**src/ccu_defines.svh**
```systemverilog
/*
 * Register offsets, field positions, mode codes and reset values of the
 * capture/compare/PWM unit. Included by the package, the unit and the bench.
 */
`ifndef CCU_DEFINES_SVH
`define CCU_DEFINES_SVH

// Wishbone word offsets (byte addresses)
`define CCU_ADR_W        4
`define CCU_ADR_CTRL     4'h0
`define CCU_ADR_VLOW     4'h4
`define CCU_ADR_VHIGH    4'h8
`define CCU_ADR_FLAG     4'hc

// unit_control_reg fields
`define CCU_CTRL_W       6
`define CCU_CTRL_RST     6'h00
`define CCU_MODE_MSB     3
`define CCU_MODE_LSB     0
`define CCU_DLSB_MSB     5
`define CCU_DLSB_LSB     4

// Status register bits
`define CCU_FLAG_BIT     0
`define CCU_OUT_BIT      1

// mode_select_field codes
`define CCU_M_OFF        4'h0
`define CCU_M_CAP_FALL   4'h4
`define CCU_M_CAP_RISE   4'h5
`define CCU_M_CAP_4TH    4'h6
`define CCU_M_CAP_16TH   4'h7
`define CCU_M_CMP_SET    4'h8
`define CCU_M_CMP_CLR    4'h9
`define CCU_M_CMP_SWI    4'ha
`define CCU_M_CMP_SPEC   4'hb
`define CCU_M_PWM_TOP    2'h3
`define CCU_M_CAP_TOP    2'h1
`define CCU_M_CMP_TOP    2'h2

// Capture prescaler terminal counts
`define CCU_PS_W         4
`define CCU_PS_RST       4'h0
`define CCU_PS4_LAST     2'h3
`define CCU_PS16_LAST    4'hf

`define CCU_BYTE_RST     8'h00
`define CCU_DUTY_ZERO    10'h000
`define CCU_DUTY_STEP    10'h001

`endif

```
**src/ccu_pkg.sv**
```systemverilog
/*
 * Types shared by the capture/compare/PWM unit.
 * Assumes ccu_defines.svh is on the include path.
 */
`include "ccu_defines.svh"

package ccu_pkg;

    typedef enum logic [1:0] {
        CCU_K_OFF,
        CCU_K_CAP,
        CCU_K_CMP,
        CCU_K_PWM
    } ccu_kind_t;

    // Mode field to unit kind; reserved codes 0001..0011 act as off
    function automatic ccu_kind_t ccu_kind(input logic [3:0] mode);
        case (mode[3:2])
            `CCU_M_PWM_TOP: ccu_kind = CCU_K_PWM;
            `CCU_M_CMP_TOP: ccu_kind = CCU_K_CMP;
            `CCU_M_CAP_TOP: ccu_kind = CCU_K_CAP;
            default:        ccu_kind = CCU_K_OFF;
        endcase
    endfunction : ccu_kind

endpackage : ccu_pkg

```
**src/ccu_pin_sync.sv**
```systemverilog
/*
 * Three-stage synchroniser with agreement filter for the unit pin.
 * Assumes pin_i is asynchronous to clk_i.
 */
module ccu_pin_sync
    import ccu_pkg::*;
(
    input  wire logic clk_i,
    input  wire logic rst_i,
    input  wire logic pin_i,
    output logic      level_o
);

    typedef struct packed {
        logic s1;
        logic s2;
        logic s3;
        logic lvl;
    } ccu_sync_t;

    ccu_sync_t s_q;
    ccu_sync_t s_d;

    always_comb
    begin
        s_d    = s_q;
        s_d.s1 = pin_i;
        s_d.s2 = s_q.s1;
        s_d.s3 = s_q.s2;
        // First stage is never looked at here
        if (s_q.s2 == s_q.s3)
        begin
            s_d.lvl = s_q.s3;
        end
    end

    always_ff @(posedge clk_i)
    begin
        if (rst_i)
        begin
            s_q <= '0;
        end
        else
        begin
            s_q <= s_d;
        end
    end

    assign level_o = s_q.lvl;

endmodule : ccu_pin_sync

```
**src/ccu_unit.sv**
```systemverilog
/*
 * Capture/compare/PWM unit with a classic Wishbone register slave.
 * Assumes external timer A (16 bit) and timer B (8 bit) logic on clk_i,
 * and a port block that owns the pin direction.
 */
// Design decisions made here: the placing of the registers and register access over Wishbone.
`include "ccu_defines.svh"

// What the document requires of this block and its software
// RULE1: Software keeps timer A synchronous when capturing.
// RULE2: Mode changes may fake a capture; software masks and clears the flag.
// RULE3: Four capture prescales; counter cleared when off or not capturing.
// RULE4: Switching between capture prescales keeps the counter; early capture possible.
// RULE5: Software writes zero to control before a new prescale.
// RULE6: Compare mode continuously checks value pair against timer A count.
// RULE7: On match drive pin high, low or keep, and set flag.
// RULE8: Writing zero to control forces the compare output latch low.
// RULE9: Software keeps timer A synchronous when comparing.
// RULE10: Software-interrupt compare leaves the pin and only sets the flag.
// RULE11: Special event match pulses timer A clear and conversion start.
// RULE12: Special event clear of timer A never sets its overflow flag.
// RULE13: PWM drives up to 10-bit duty; software makes pin an output.
// RULE14: Writing zero to control forces the PWM output latch low.
// RULE15: Period match: clear timer B, set pin unless duty zero, reload duty.
// RULE16: Timer B postscaler has no part in the PWM period.
// RULE17: Duty is value_low_reg bits above control bits 5:4.
// RULE18: Duty writes take effect after period match; value_high_reg read-only.
// RULE19: Duty double-buffered in value_high_reg plus a 2-bit latch.
// RULE20: Pin cleared when buffered duty equals timer B count with phase bits.
// RULE21: Duty above period never clears the pin; output stays high.
// RULE22: Software sets period, duty, direction, timer B, then PWM mode.
// RULE23: Mode 0000 off; 0100-0111 capture edges and prescales; 11xx PWM.
// RULE24: Modes 1000-1011 set, clear, interrupt, special event; all set flag.
// RULE25: Capture copies timer A into value pair and sets sticky flag.
// RULE26: PWM period is period plus one, times four clocks, times prescale.
// RULE27: PWM high time is duty times one quarter step times prescale.
module ccu_unit
    import ccu_pkg::*;
(
    input  wire logic        clk_i,
    input  wire logic        rst_i,
    input  wire logic        wb_cyc_i,
    input  wire logic        wb_stb_i,
    input  wire logic        wb_we_i,
    input  wire logic [3:0]  wb_adr_i,
    input  wire logic [3:0]  wb_sel_i,
    input  wire logic [31:0] wb_dat_i,
    output logic      [31:0] wb_dat_o,
    output logic             wb_ack_o,
    input  wire logic [15:0] timer_a_count_i,
    input  wire logic [7:0]  timer_b_count_i,
    input  wire logic [7:0]  timer_b_period_i,
    input  wire logic        timer_b_inc_i,
    input  wire logic [1:0]  timer_b_phase_i,
    input  wire logic        port_direction_i,
    input  wire logic        unit_pin_i,
    output logic             unit_pin_o,
    output logic             unit_pin_oe_o,
    output logic             unit_irq_flag_o,
    output logic             timer_a_clear_o,
    output logic             timer_a_ovf_block_o,
    output logic             conv_start_o,
    output logic             timer_b_clear_o
);

    typedef struct packed {
        logic [`CCU_CTRL_W-1:0] ctrl;
        logic [7:0]             vlow;
        logic [7:0]             vhigh;
        logic [1:0]             dlatch;
        logic [`CCU_PS_W-1:0]   ps;
        logic                   flag;
        logic                   out;
        logic                   pin;
        logic                   match;
        logic                   trig;
        logic                   ack;
        logic [7:0]             rdat;
    } ccu_state_t;

    ccu_state_t s_q;
    ccu_state_t s_d;

    ccu_kind_t   kind;
    logic [3:0]  mode;
    logic        pin_lvl;
    logic        pin_rise;
    logic        pin_fall;
    logic        req;
    logic        wr;
    logic        zero_wr;
    logic        flag_clr;
    logic        cap_ev;
    logic        cmp_match;
    logic        cmp_hit;
    logic        per_hit;
    logic        duty_hit;
    logic [9:0]  duty_new;
    logic [9:0]  duty_buf;
    logic [9:0]  duty_next;
    logic [7:0]  rd_byte;

    ccu_pin_sync u_sync (
        .clk_i   (clk_i),
        .rst_i   (rst_i),
        .pin_i   (unit_pin_i),
        .level_o (pin_lvl)
    );

    assign mode     = s_q.ctrl[`CCU_MODE_MSB:`CCU_MODE_LSB];
    assign kind     = ccu_kind(mode); // RULE23
    assign pin_rise = pin_lvl & ~s_q.pin;
    assign pin_fall = ~pin_lvl & s_q.pin;

    // Bus decode: one request per ack, write lands with the ack
    assign req      = wb_cyc_i & wb_stb_i & ~s_q.ack;
    assign wr       = req & wb_we_i & wb_sel_i[0];
    assign zero_wr  = wr && (wb_adr_i == `CCU_ADR_CTRL)
                      && (wb_dat_i[`CCU_CTRL_W-1:0] == `CCU_CTRL_RST);
    assign flag_clr = wr && (wb_adr_i == `CCU_ADR_FLAG) && wb_dat_i[`CCU_FLAG_BIT];

    // Prescaler counts wrap, so a 4th-edge switch from 16th may fire early
    assign cap_ev = (kind == CCU_K_CAP) && (
                    (mode == `CCU_M_CAP_FALL && pin_fall) ||
                    (mode == `CCU_M_CAP_RISE && pin_rise) ||
                    (mode == `CCU_M_CAP_4TH && pin_rise
                        && s_q.ps[1:0] == `CCU_PS4_LAST) ||
                    (mode == `CCU_M_CAP_16TH && pin_rise
                        && s_q.ps == `CCU_PS16_LAST)); // RULE4

    assign cmp_match = ({s_q.vhigh, s_q.vlow} == timer_a_count_i); // RULE6
    // Act once per match so a stalled timer does not retrigger
    assign cmp_hit   = (kind == CCU_K_CMP) && cmp_match && ~s_q.match;

    assign duty_new = {s_q.vlow, s_q.ctrl[`CCU_DLSB_MSB:`CCU_DLSB_LSB]}; // RULE17
    assign duty_buf = {s_q.vhigh, s_q.dlatch}; // RULE19
    // Postscaler never enters; only count, period and the increment strobe do
    assign per_hit  = (kind == CCU_K_PWM) && timer_b_inc_i
                      && (timer_b_count_i == timer_b_period_i); // RULE16
    // One step ahead: the latch is a flop, so it falls on the matching step
    assign duty_next = 10'({timer_b_count_i, timer_b_phase_i} + `CCU_DUTY_STEP);
    // Duty above period never matches, so the pin stays high
    assign duty_hit  = (kind == CCU_K_PWM)
                       && (duty_next == duty_buf); // RULE20 RULE21 RULE27

    always_comb
    begin
        rd_byte = `CCU_BYTE_RST;
        case (wb_adr_i)
            `CCU_ADR_CTRL:
            begin
                rd_byte[`CCU_CTRL_W-1:0] = s_q.ctrl;
            end
            `CCU_ADR_VLOW:  rd_byte = s_q.vlow;
            `CCU_ADR_VHIGH: rd_byte = s_q.vhigh;
            `CCU_ADR_FLAG:
            begin
                rd_byte[`CCU_FLAG_BIT] = s_q.flag;
                rd_byte[`CCU_OUT_BIT]  = s_q.out;
            end
            default: rd_byte = `CCU_BYTE_RST;
        endcase
    end

    always_comb
    begin
        s_d       = s_q;
        s_d.ack   = req;
        s_d.trig  = 1'b0;
        s_d.pin   = pin_lvl;
        s_d.match = cmp_match && (kind == CCU_K_CMP);
        if (req)
        begin
            s_d.rdat = rd_byte;
        end

        // Software side first, so hardware events below win, except the zero control write applied last
        if (wr)
        begin
            case (wb_adr_i)
                `CCU_ADR_CTRL: s_d.ctrl = wb_dat_i[`CCU_CTRL_W-1:0];
                `CCU_ADR_VLOW: s_d.vlow = wb_dat_i[7:0];
                `CCU_ADR_VHIGH:
                begin
                    if (kind != CCU_K_PWM)
                    begin
                        s_d.vhigh = wb_dat_i[7:0]; // RULE18
                    end
                end
                default:
                begin
                end
            endcase
        end
        if (flag_clr)
        begin
            s_d.flag = 1'b0;
        end

        // Capture prescaler
        if (kind != CCU_K_CAP)
        begin
            s_d.ps = `CCU_PS_RST; // RULE3
        end
        else if (pin_rise && (mode == `CCU_M_CAP_4TH || mode == `CCU_M_CAP_16TH))
        begin
            s_d.ps = `CCU_PS_W'(s_q.ps + 1'b1);
        end

        if (cap_ev)
        begin
            s_d.vlow  = timer_a_count_i[7:0]; // RULE25
            s_d.vhigh = timer_a_count_i[15:8];
            s_d.flag  = 1'b1;
        end

        if (cmp_hit)
        begin
            s_d.flag = 1'b1; // RULE24
            case (mode)
                `CCU_M_CMP_SET:  s_d.out  = 1'b1; // RULE7
                `CCU_M_CMP_CLR:  s_d.out  = 1'b0;
                `CCU_M_CMP_SPEC: s_d.trig = 1'b1; // RULE11
                default:
                begin
                    // Software-interrupt compare: pin left alone
                    s_d.out = s_q.out; // RULE10
                end
            endcase
        end

        if (per_hit)
        begin
            s_d.vhigh  = s_q.vlow; // RULE15
            s_d.dlatch = s_q.ctrl[`CCU_DLSB_MSB:`CCU_DLSB_LSB];
            s_d.out    = (duty_new != `CCU_DUTY_ZERO);
        end
        else if (duty_hit)
        begin
            s_d.out = 1'b0;
        end

        if (kind == CCU_K_OFF || zero_wr)
        begin
            s_d.out = 1'b0; // RULE8 RULE14
        end
    end

    always_ff @(posedge clk_i)
    begin
        if (rst_i)
        begin
            s_q <= '0;
        end
        else
        begin
            s_q <= s_d;
        end
    end

    assign wb_dat_o            = {24'h000000, s_q.rdat};
    assign wb_ack_o            = s_q.ack;
    assign unit_pin_o          = s_q.out;
    assign unit_pin_oe_o       = ~port_direction_i; // RULE13
    assign unit_irq_flag_o     = s_q.flag;
    // Trigger clear is a separate strobe, never an overflow
    assign timer_a_clear_o     = s_q.trig;
    assign timer_a_ovf_block_o = s_q.trig; // RULE12
    assign conv_start_o        = s_q.trig;
    // Timer B clears instead of incrementing on this strobe
    assign timer_b_clear_o     = per_hit; // RULE26
endmodule : ccu_unit

```
**config.mk**
```make
export PLATFORM = sky130hd
export DESIGN_NAME = ccu_unit
export DESIGN_NICKNAME = d
export VERILOG_FILES = /design/src/ccu_pkg.sv /design/src/ccu_pin_sync.sv /design/src/ccu_unit.sv
export VERILOG_INCLUDE_DIRS = /design/src
export SDC_FILE = /design/constraint.sdc
export NUM_CORES = 1
export LEC_CHECK = 0
export BUFFER_PORTS_ARGS = -buffer_cell sky130_fd_sc_hd__buf_2
export CORE_ASPECT_RATIO = 0.5
export CORE_MARGIN = 5
export CORE_UTILIZATION = 30
export DETAILED_ROUTE_END_ITERATION = 10
export PLACE_DENSITY = 0.57
export SLEW_MARGIN = 20
export SYNTH_ARGS = -nofsm -noshare
export SYNTH_HDL_FRONTEND = slang
export SYNTH_SLANG_ARGS = --single-unit
export TNS_END_PERCENT = 100
```
**constraint.sdc**
```tcl
create_clock -name clk_i -period 4.4 [get_ports clk_i]
set_clock_uncertainty 0.2 [all_clocks]
set_input_delay 0.44 -clock clk_i [delete_from_list [all_inputs] [get_ports clk_i]]
set_output_delay 0.44 -clock clk_i [all_outputs]
set_load 0.02 [all_outputs]
```
==> key figures, run 1 <==
Status
  – Run status: complete, no violations

Finish
  – Number of fill cells: ~1100
  – Design Area, Final: 3460 um^2
  – Synthesis-to-finish area growth: 13.9%
  – Commonest non-fill, non-tap cell in the layout: buf_2
  – Layout cells sized above 1: roughly a fifth
  – Post-Layout Cell Count: 557
  – Layout Nets: 500
  – Most frequent cells in the layout: 70 x buf_2, 46 x dfxtp_1, 34 x nor2_1
  – ANT cells: 0

Detailed routing
  – WL/cell: approximately 15 um
  – Post-Route WL: 8320 um
  – # DRC: 0
  – DRT antenna net count: 0
  – Routed via count: 2761
  – Iteration-0 DRC Markers: roughly 140
  – Drt pass-1 iters: 4
  – Drt via density: 4.96

STA
  – RSZ-0062 raised after global routing: no
  – Max frequency: 355 MHz
  – Worst slew pin tran: 1040 ps
  – Slew headroom: 30.6%
  – Max-slew violations: 0
  – Final setup viols: 0
  – Hold Vio Cnt, Final: 0
  – Setup_tns: 0 ps
  – Period minus WS final: 2820 ps
  – Final period util: 64.0%

Synth
  – Mapped Cells: 367
  – Synth area leaders: dfxtp_1 30%, buf_4 8.6%, xnor2_1 6.9%
  – Cell accounting for the most synthesized area: dfxtp_1
  – Count of cell types in the netlist: 51
  – Syn. warnings: 0
  – Area share of the largest cell type after synthesis: between 30 and 40%
  – EDFF count, synth: 0
  – Seq/Total Area, Yosys: 30.3%
  – Main flop type after synthesis: dfxtp_1
  – Asr flop ratio synth: 0%
  – Synth Register Bits: 46
  – Syn Area/Cell: just over 8 um^2
  – Post-Syn Area: 3040 um^2

Placement
  – Cell Area, Placed: between 3000 and 4000 um^2
  – HPWL Detailed: 6310 um
  – Port bufs: 70
  – GP Congestion: 0.842
  – Placed insts: 549

Worst setup path
  – Worst EP required: 4440 ps
  – Critical path capture point type: flip-flop
  – Kind of critical path: flip-flop to flip-flop
  – R2r startpoint: mode[1]
  – Critical path startpoint category: flip-flop
  – Worst Setup SP: mode[1]
  – Critical Path Slowest Stage Cell: a21o_1
  – CP peak stage delay: 830 ps
  – Crit path max-delay family: compound AO/OA/AOI/OAI gates
  – CP cell instances: mux2_1 > o211ai_1 > a21o_1 > nand3_1 > nor2_1 > a22o_1
  – Crit Path Max Fanout: 28
  – Worst EP arrival: 2850 ps
  – CP Buf/Inv Count: 0

Global route
  – Met2 Use GR: 22.5%
  – Met1 Use GR: between 10% and 20%
  – GRT busiest layer: met2
  – Met3 GRT Util: 2.61%
  – Number of global-route vias before repair: roughly 2600
  – First-pass GRT wire length: 13400 um
  – Total gr overflow: 0
  – Initial antenna violation count: 0
  – GRT Resource Usage Total: 13.3%
  – Largest net degree at the start of global routing: 42

Run
  – Max-cap violations: 0

CTS
  – Post-CTS Resized: 0
  – Clock Sink Count: 46
  – Postcts setup bufs: 0
  – Htree depth: 2
  – CTS tree: yes
  – Root Driver: clkbuf_16
  – CTS buffer count: 5
  – CTS Hold Bufs: 0
  – Clock latency on the worst-skew pair: just under 300 ps
  – Longest Clk Path Bufs: 2
  – Worst-path clk slew: 70 ps

Power
  – Internal: 672 uW
  – Comb power frac: roughly an eighth
  – Peak VDD IR: 0.122 mV
  – Flop pwr share: 45.8%
  – Switching power: 243 uW
  – P per Cell Area: around 260 nW/um^2
  – Sw Share: 26.5%
  – Lkg Pwr: 1.41 nW
  – Clock Power Share: 40.8%

Floorplan
  – Die H: 81.2 um
  – Die Area: ~12000 um^2
  – Row count: 26
  – Die width: 152 um
  – Core area: just over 10000 um^2
  – Starting Density: 30.3%
  – Ports: 122

Hold path
  – Hold path start: unit_pin_i
  – Min-Delay Path Class: input port to flip-flop
-- worst paths after layout --
kind	to	slack, ps	depth (start not counted)
hold reg to reg	u_sync.s_d[1]	240	1
setup reg to reg	duty_buf[6]	1580	6
setup / recovery	duty_buf[6]	1580	6
hold / removal	u_sync.s_d[2]	160	2
-- kinds of logic after synthesis --
kind of cell / synth area share [%]
simple gates: 22.7
mux: 7.11
compound gates: 16.0
xor+xnor: 11.2
other cells: 0.123
flops: 30.3
fa+ha+maj: 0.822
buf+inv: 11.8
-- power groups by stage --
| stage | clock network [mW] | registers [mW] | logic [mW] |
|---|---|---|---|
| global route | 0.401 | 0.420 | 0.133 |
| floorplan | 0 | 0.429 | 0.0881 |
| global placement | 0 | 0.429 | 0.120 |
| finish | 0.374 | 0.419 | 0.122 |
| CTS | 0.380 | 0.419 | 0.121 |
| detailed placement | 0 | 0.429 | 0.121 |
-- per-stage QoR --
step                      hold WS, ps  worst slack [ps]  total power, mW  utilization, %
after floorplan                   214              2150            0.517               -
after global placement            217              1490            0.548            33.0
after detailed placement          230              1460            0.550            33.0
after CTS                         158              1580            0.921            34.5
after global routing              176              1360            0.954            34.5
final                             160              1580            0.915            34.5
-- final cells by class --
| class | count | area [um^2] | share of cell area [%] |
|---|---|---|---|
| clock buffer | 5 | 125 | 3.61 |
| inverter | 4 | 15.0 | 0.433 |
| clock inverter | 3 | 21.3 | 0.614 |
| tap | 140 | 175 | 5.06 |
| multi-input combinational | 288 | 1850 | 53.4 |
| sequential | 46 | 921 | 26.6 |
| timing repair buffer | 71 | 358 | 10.3 |
-- sequential cells by signal, indices dropped and copies added (netlist names) --
register	cells
conv_start_o	1
u_sync.s_d	2
u_sync.level_o	1
duty_buf	10
u_sync.s_q	1
unit_irq_flag_o	1
mode	4
unit_pin_o	1
duty_new	10
s_q	6
wb_dat_o	8
wb_ack_o	1
-- metal layers --
layer	vias up	routed length [um]
li1	1369	-
met1	1288	3880
met2	94	3750
met3	10	601
met4	0	85
met5	-	0
-- synthesized netlist by cell type, types with 8 or more instances --
cell type	n
nor4_1	8
dfxtp_1	46
a22oi_1	8
a311oi_1	8
a22o_1	9
xor2_1	15
nand3_1	27
nand2_1	28
xnor2_1	24
mux2i_1	16
a21oi_1	18
buf_4	35
nor2_1	34
clkbuf_1	13
(Power assumes the default switching activity.)
==> run 2: changes to the inputs <==
==> constraint.sdc (replaced) <==
create_clock -name clk_i -period 2.7 [get_ports clk_i]
set_clock_uncertainty 0.2 [all_clocks]
set_input_delay 0.27 -clock clk_i [delete_from_list [all_inputs] [get_ports clk_i]]
set_output_delay 0.27 -clock clk_i [all_outputs]
set_load 0.02 [all_outputs]
==> key figures, run 2 (synthesis results as in run 1) <==
Status
  – Run status: complete, no violations

Floorplan
  – Die width: 152 um
  – Starting Density: 30.3%
  – Core area: 10100 um^2
  – Row count: 26
  – Die Area: about 12000 um^2
  – Ports: 122
  – Die H: 81.2 um

STA
  – RSZ-0062 raised after global routing: no
  – Hold Vio Cnt, Final: 0
  – Final period util: a little over nine tenths
  – Max-slew violations: 0
  – Period minus WS final: around 2500 ps
  – Max frequency: 395 MHz
  – Slew headroom: about three fifths
  – Final setup viols: 0
  – Worst slew pin tran: 570 ps
  – Final worst slack: roughly 170 ps
  – Setup_tns: 0 ps

Hold path
  – Hold Crit Depth: 3
  – Hold path start: wb_dat_i[6]
  – Hold path endpoint: duty_new[8]
  – Min-Delay Path Class: input port to flip-flop

CTS
  – Clock Sink Count: 46
  – Htree depth: 2
  – Post-CTS Resized: 0
  – Root Driver: clkbuf_16
  – CTS Hold Bufs: 1
  – CTS tree: yes
  – Worst-path clk slew: 70 ps
  – Longest Clk Path Bufs: 2
  – Clock latency on the worst-skew pair: just under 300 ps
  – CTS buffer count: 5
  – Postcts setup bufs: 0

Detailed routing
  – Drt via density: between 4 and 5
  – WL/cell: 15.2 um
  – DRT antenna net count: 0
  – # DRC: 0
  – Iteration-0 DRC Markers: 161
  – Routed via count: ~2800
  – Post-Route WL: around 8700 um
  – Drt pass-1 iters: 4

Global route
  – Largest net degree at the start of global routing: 33
  – GRT Resource Usage Total: 14.1%
  – Number of global-route vias before repair: 2754
  – Total gr overflow: 0
  – Initial antenna violation count: 0
  – First-pass GRT wire length: 14100 um

Finish
  – Area occupied by multi-input gates: 1850 um^2
  – Layout Nets: slightly above 500
  – Layout cells sized above 1: 22.7%
  – Final Util: 36.1%
  – FF+latch area: 921 um^2
  – ANT cells: 0
  – Design Area, Final: around 3600 um^2
  – Most frequent cells in the layout: 70 x buf_2, 46 x dfxtp_1, 34 x nor2_1
  – Number of fill cells: 1074
  – Commonest non-fill, non-tap cell in the layout: buf_2
  – Synthesis-to-finish area growth: 19.2%

Run
  – Max-cap violations: 0

Placement
  – Port bufs: 70
  – Dpl ws: 358 ps
  – HPWL Detailed: 6680 um
  – Cell Area, Placed: 3420 um^2
  – GP Congestion: 0.835

Worst setup path
  – Crit Path Max Fanout: 9
  – Worst Reg-to-Reg Cells: 6
  – Kind of critical path: flip-flop to output port
  – Worst EP arrival: 2060 ps
  – R2r endpoint: duty_buf[8]
  – CP peak stage delay: 470 ps
  – Worst EP required: 2230 ps
  – CP cell instances: nand2_1 > nor3b_1 > nand3_1 > inv_1 > buf_2
  – Critical Path Slowest Stage Cell: nor3b_1
  – Critical path capture point type: output port
  – CP Buf/Inv Count: 2
  – Crit path max-delay family: simple AND/OR/NAND/NOR gates
  – R2r startpoint: mode[3]
  – Setup slack, reg-to-reg: 440 ps
  – Critical path startpoint category: flip-flop

Power
  – Lkg Pwr: 1.51 nW
  – Peak VDD IR: 0.245 mV
  – P per Cell Area: 465 nW/um^2
==> run 2: where the power goes <==
part	total, mW	leakage, nW	switching, mW	internal (mW)
Clock	0.794	0.0940	0.263	0.532
Combinational	0.210	1.04	0.130	0.0802
Sequential	0.684	0.371	0.00214	0.681
==> run 2: worst register-to-register path: cells and delay by family, from the launching register on <==
kind | cells | cell delay [ps]
AO/OA/AOI/OAI | 2 | 280
flip-flops | 1 | 410
AND/OR/NAND/NOR | 4 | 1260
==> run 2: how the worst max path moves through the flow <==
| stage | to | cells after the start | startpoint | slack, ps |
|---|---|---|---|---|
| after global routing | timer_b_clear_o | 5 | mode[3] | 60 |
| after CTS | timer_b_clear_o | 5 | mode[3] | 200 |
| after floorplan | unit_pin_o | 8 | timer_b_phase_i[0] | 620 |
| final | timer_b_clear_o | 5 | mode[3] | 170 |
| after global placement | unit_pin_o | 8 | timer_b_phase_i[0] | 360 |
| after detailed placement | unit_pin_o | 8 | timer_b_phase_i[0] | 360 |
==> run 2: routing by layer <==
metal,vias to the layer above,part of all wire (%),track usage [%]
li1,1388,-,-
met1,1313,45,18.7
met2,117,46,23.9
met3,11,7.0,2.87
met4,0,1.4,3.64
met5,-,0,0
==> run 2: stage by stage <==
| step | cells | power [mW] | hold WS (ps) |
|---|---|---|---|
| after floorplan | 390 | 0.843 | 198 |
| after global placement | 563 | 0.904 | 218 |
| after detailed placement | 563 | 0.905 | 228 |
| after CTS | 572 | 1.70 | 72.5 |
| after global routing | 572 | 1.76 | 82.5 |
| final | 572 | 1.69 | 70.5 |
==> run 2: area by class of cell <==
cell class                 count  share of cell area [%]
multi-input combinational    288                    51.0
sequential                    46                    25.4
clock inverter                 3                    1.90
inverter                       4                   0.414
clock buffer                   5                    3.45
timing repair buffer          86                    13.0
tap                          140                    4.83
==> run 3: changes to the inputs <==
--- a/config.mk
+++ b/config.mk
@@ -10,10 +10,12 @@
 export CORE_ASPECT_RATIO = 0.5
 export CORE_MARGIN = 5
 export CORE_UTILIZATION = 30
+export CTS_CLUSTER_SIZE = 14
 export DETAILED_ROUTE_END_ITERATION = 10
 export PLACE_DENSITY = 0.57
 export SLEW_MARGIN = 20
 export SYNTH_ARGS = -nofsm -noshare
 export SYNTH_HDL_FRONTEND = slang
+export SYNTH_HIERARCHICAL = 1
 export SYNTH_SLANG_ARGS = --single-unit
 export TNS_END_PERCENT = 100
==> key figures, run 3 <==
Power
  – Peak VDD IR: 0.257 mV
  – Overall power: 1.59 mW
  – P per Cell Area: 446 nW/um^2
  – Lkg Pwr: around 1.5 nW

Synth
  – Syn. warnings: 6
  – Asr flop ratio synth: 0%
  – EDFF count, synth: 0
  – Count of cell types in the netlist: a little over 50
  – Area share of the largest cell type after synthesis: 30.0%
  – Mapped Cells: 375
  – Post-synth top cells: 47 x nor2_1, 46 x dfxtp_1, 39 x nand2_1
  – Syn Area/Cell: roughly 8 um^2
  – Main flop type after synthesis: dfxtp_1
  – Post-Syn Area: 3070 um^2
  – Cell accounting for the most synthesized area: dfxtp_1
  – Seq/Total Area, Yosys: around 30%
  – Synth area leaders: dfxtp_1 30%, buf_4 8.6%, xor2_1 6.6%
  – Synth Register Bits: 46
  – Count leader, synth: nor2_1

Finish
  – Layout Nets: 515
  – Most frequent cells in the layout: 70 x buf_2, 47 x nor2_1, 46 x dfxtp_1
  – Synthesis-to-finish area growth: 16.2%
  – ANT cells: 0
  – Design Area, Final: 3560 um^2
  – Layout cells sized above 1: 22.0%
  – Area occupied by multi-input gates: around 1900 um^2
  – Post-Layout Cell Count: between 500 and 600
  – FF+latch area: around 920 um^2
  – Commonest non-fill, non-tap cell in the layout: buf_2
  – Number of fill cells: roughly 1100

Detailed routing
  – # DRC: 0
  – DRT antenna net count: 0
  – Post-Route WL: 8530 um
  – Iteration-0 DRC Markers: approximately 200
  – Routed via count: 2786
  – Drt via density: 4.87
  – WL/cell: between 10 and 15 um
  – Drt pass-1 iters: 4

Worst setup path
  – Worst EP arrival: 1710 ps
  – Worst EP required: roughly 2200 ps
  – Kind of critical path: flip-flop to output port
  – Critical path capture point type: output port
  – Crit Path Max Fanout: 21
  – Critical path startpoint category: flip-flop

Global route
  – First-pass GRT wire length: 13100 um
  – GRT Resource Usage Total: 13.1%
  – Total gr overflow: 0
  – Met2 Use GR: between 20% and 30%
  – Initial antenna violation count: 0
  – GRT busiest layer: met2
  – Met3 GRT Util: 2.37%
  – Met1 Use GR: 18.1%
  – Largest net degree at the start of global routing: 27
  – Number of global-route vias before repair: approximately 2500

Placement
  – Cell Area, Placed: 3400 um^2
  – Dpl ws: between 400 and 500 ps
  – Port bufs: 70
  – GP Congestion: 0.784
  – Placed insts: 564
  – HPWL Detailed: 6640 um

Floorplan
  – Die Area: 12500 um^2
  – Ports: between 100 and 150
  – Die width: 153 um
  – Row count: 26
  – Die H: 81.5 um
  – Core area: 10100 um^2
  – Starting Density: 30.4%

CTS
  – CTS Hold Bufs: 0
  – Root Driver: clkbuf_16
  – Worst-path clk slew: 70 ps
  – Postcts setup bufs: 0
  – CTS buffer count: 5
  – Post-CTS Resized: 0
  – Longest Clk Path Bufs: 2
  – Htree depth: 2
  – CTS tree: yes
  – Clock latency on the worst-skew pair: approximately 280 ps
  – Clock Sink Count: between 40 and 50

STA
  – Final period util: 80.8%
  – RSZ-0062 raised after global routing: no
  – Final worst slack: 518 ps
  – Slew headroom: 40.6%
  – Max frequency: about 460 MHz
  – Hold Vio Cnt, Final: 0
  – Setup_tns: 0 ps
  – Period minus WS final: between 2000 and 2500 ps
  – Max-slew violations: 0
  – Final setup viols: 0
  – Worst slew pin tran: between 800 and 900 ps

Hold path
  – Min-Delay Path Class: input port to flip-flop

Status
  – Run status: complete, no violations

Run
  – Max-cap violations: 0
-- run 3: cell types whose count changed in the layout (fill, tap and decap cells not counted), moves of 4 or more --
| cell | previous run | this run |
|---|---|---|
| nor2_1 | 34 | 47 |
| a21oi_1 | 18 | 10 |
| nand2_1 | 28 | 39 |
| xor2_1 | 15 | 23 |
| nor3_1 | 7 | 3 |
| xnor2_1 | 24 | 14 |
| a22o_1 | 9 | 2 |
| buf_4 | 15 | 7 |
| o2111ai_1 | 0 | 4 |
| nand3_1 | 27 | 19 |
| a32o_1 | 0 | 8 |
-- run 3: worst paths after layout --
path | from | endpoint | slack [ps] | depth (start not counted)
setup / recovery | mode[2] | timer_b_clear_o | 520 | 6
hold / removal | unit_pin_i | u_sync/s_d[2] | 10 | 2
setup reg to reg | s_q[14] | duty_buf[3] | 570 | 7
hold reg to reg | u_sync/s_d[2] | u_sync/s_d[1] | 250 | 1
-- run 3: stage by stage --
stage,hold slack [ps],utilization [%]
after floorplan,139,-
after global placement,241,33.7
after detailed placement,238,33.7
after CTS,10.4,35.3
after global routing,44.2,35.3
final,14.4,35.3
-- run 3: where the power goes --
part           switching [mW]  internal [mW]
registers             0.00225          0.681
logic                   0.130         0.0729
clock network           0.266          0.438
-- run 3: layer usage --
layer / vias to the layer above / wire length (um)
met3: 4 / 486
met5: - / 0
met4: 0 / 65
met2: 84 / 3860
li1: 1392 / -
met1: 1306 / 4110
-- run 3: area by class of cell --
cell class              instances  share of cell area, %
multi-input cells             296                   52.7
flip-flops and latches         46                   25.8
repair buffers                 77                   11.3
well taps                     140                   4.91
clock buffers                   5                   3.51
clock inverters                 3                   1.23
inverters                       5                  0.527
-- run 3: logic make-up (layout without fill, tap and decap cells) --
group                    after synthesis  count (layout)  share of synthesized area (%)
AND/OR/NAND/NOR                      155             155                           25.2
AO/OA/AOI/OAI                         59              59                           14.7
buffers and inverters                 56              90                           11.6
flip-flops                            46              46                           30.0
XOR/XNOR                              37              37                           10.6
multiplexers                          19              19                           7.01
adder cells (fa/ha/maj)                2               2                          0.816
other                                  1              24                          0.122
-- run 3: critical path: stages (launching register included) --
cell	delay, ps
dfxtp_1	430
nand2_1	160
nor2_1	110
nand4_1	220
buf_4	290
inv_1	60
buf_2	150
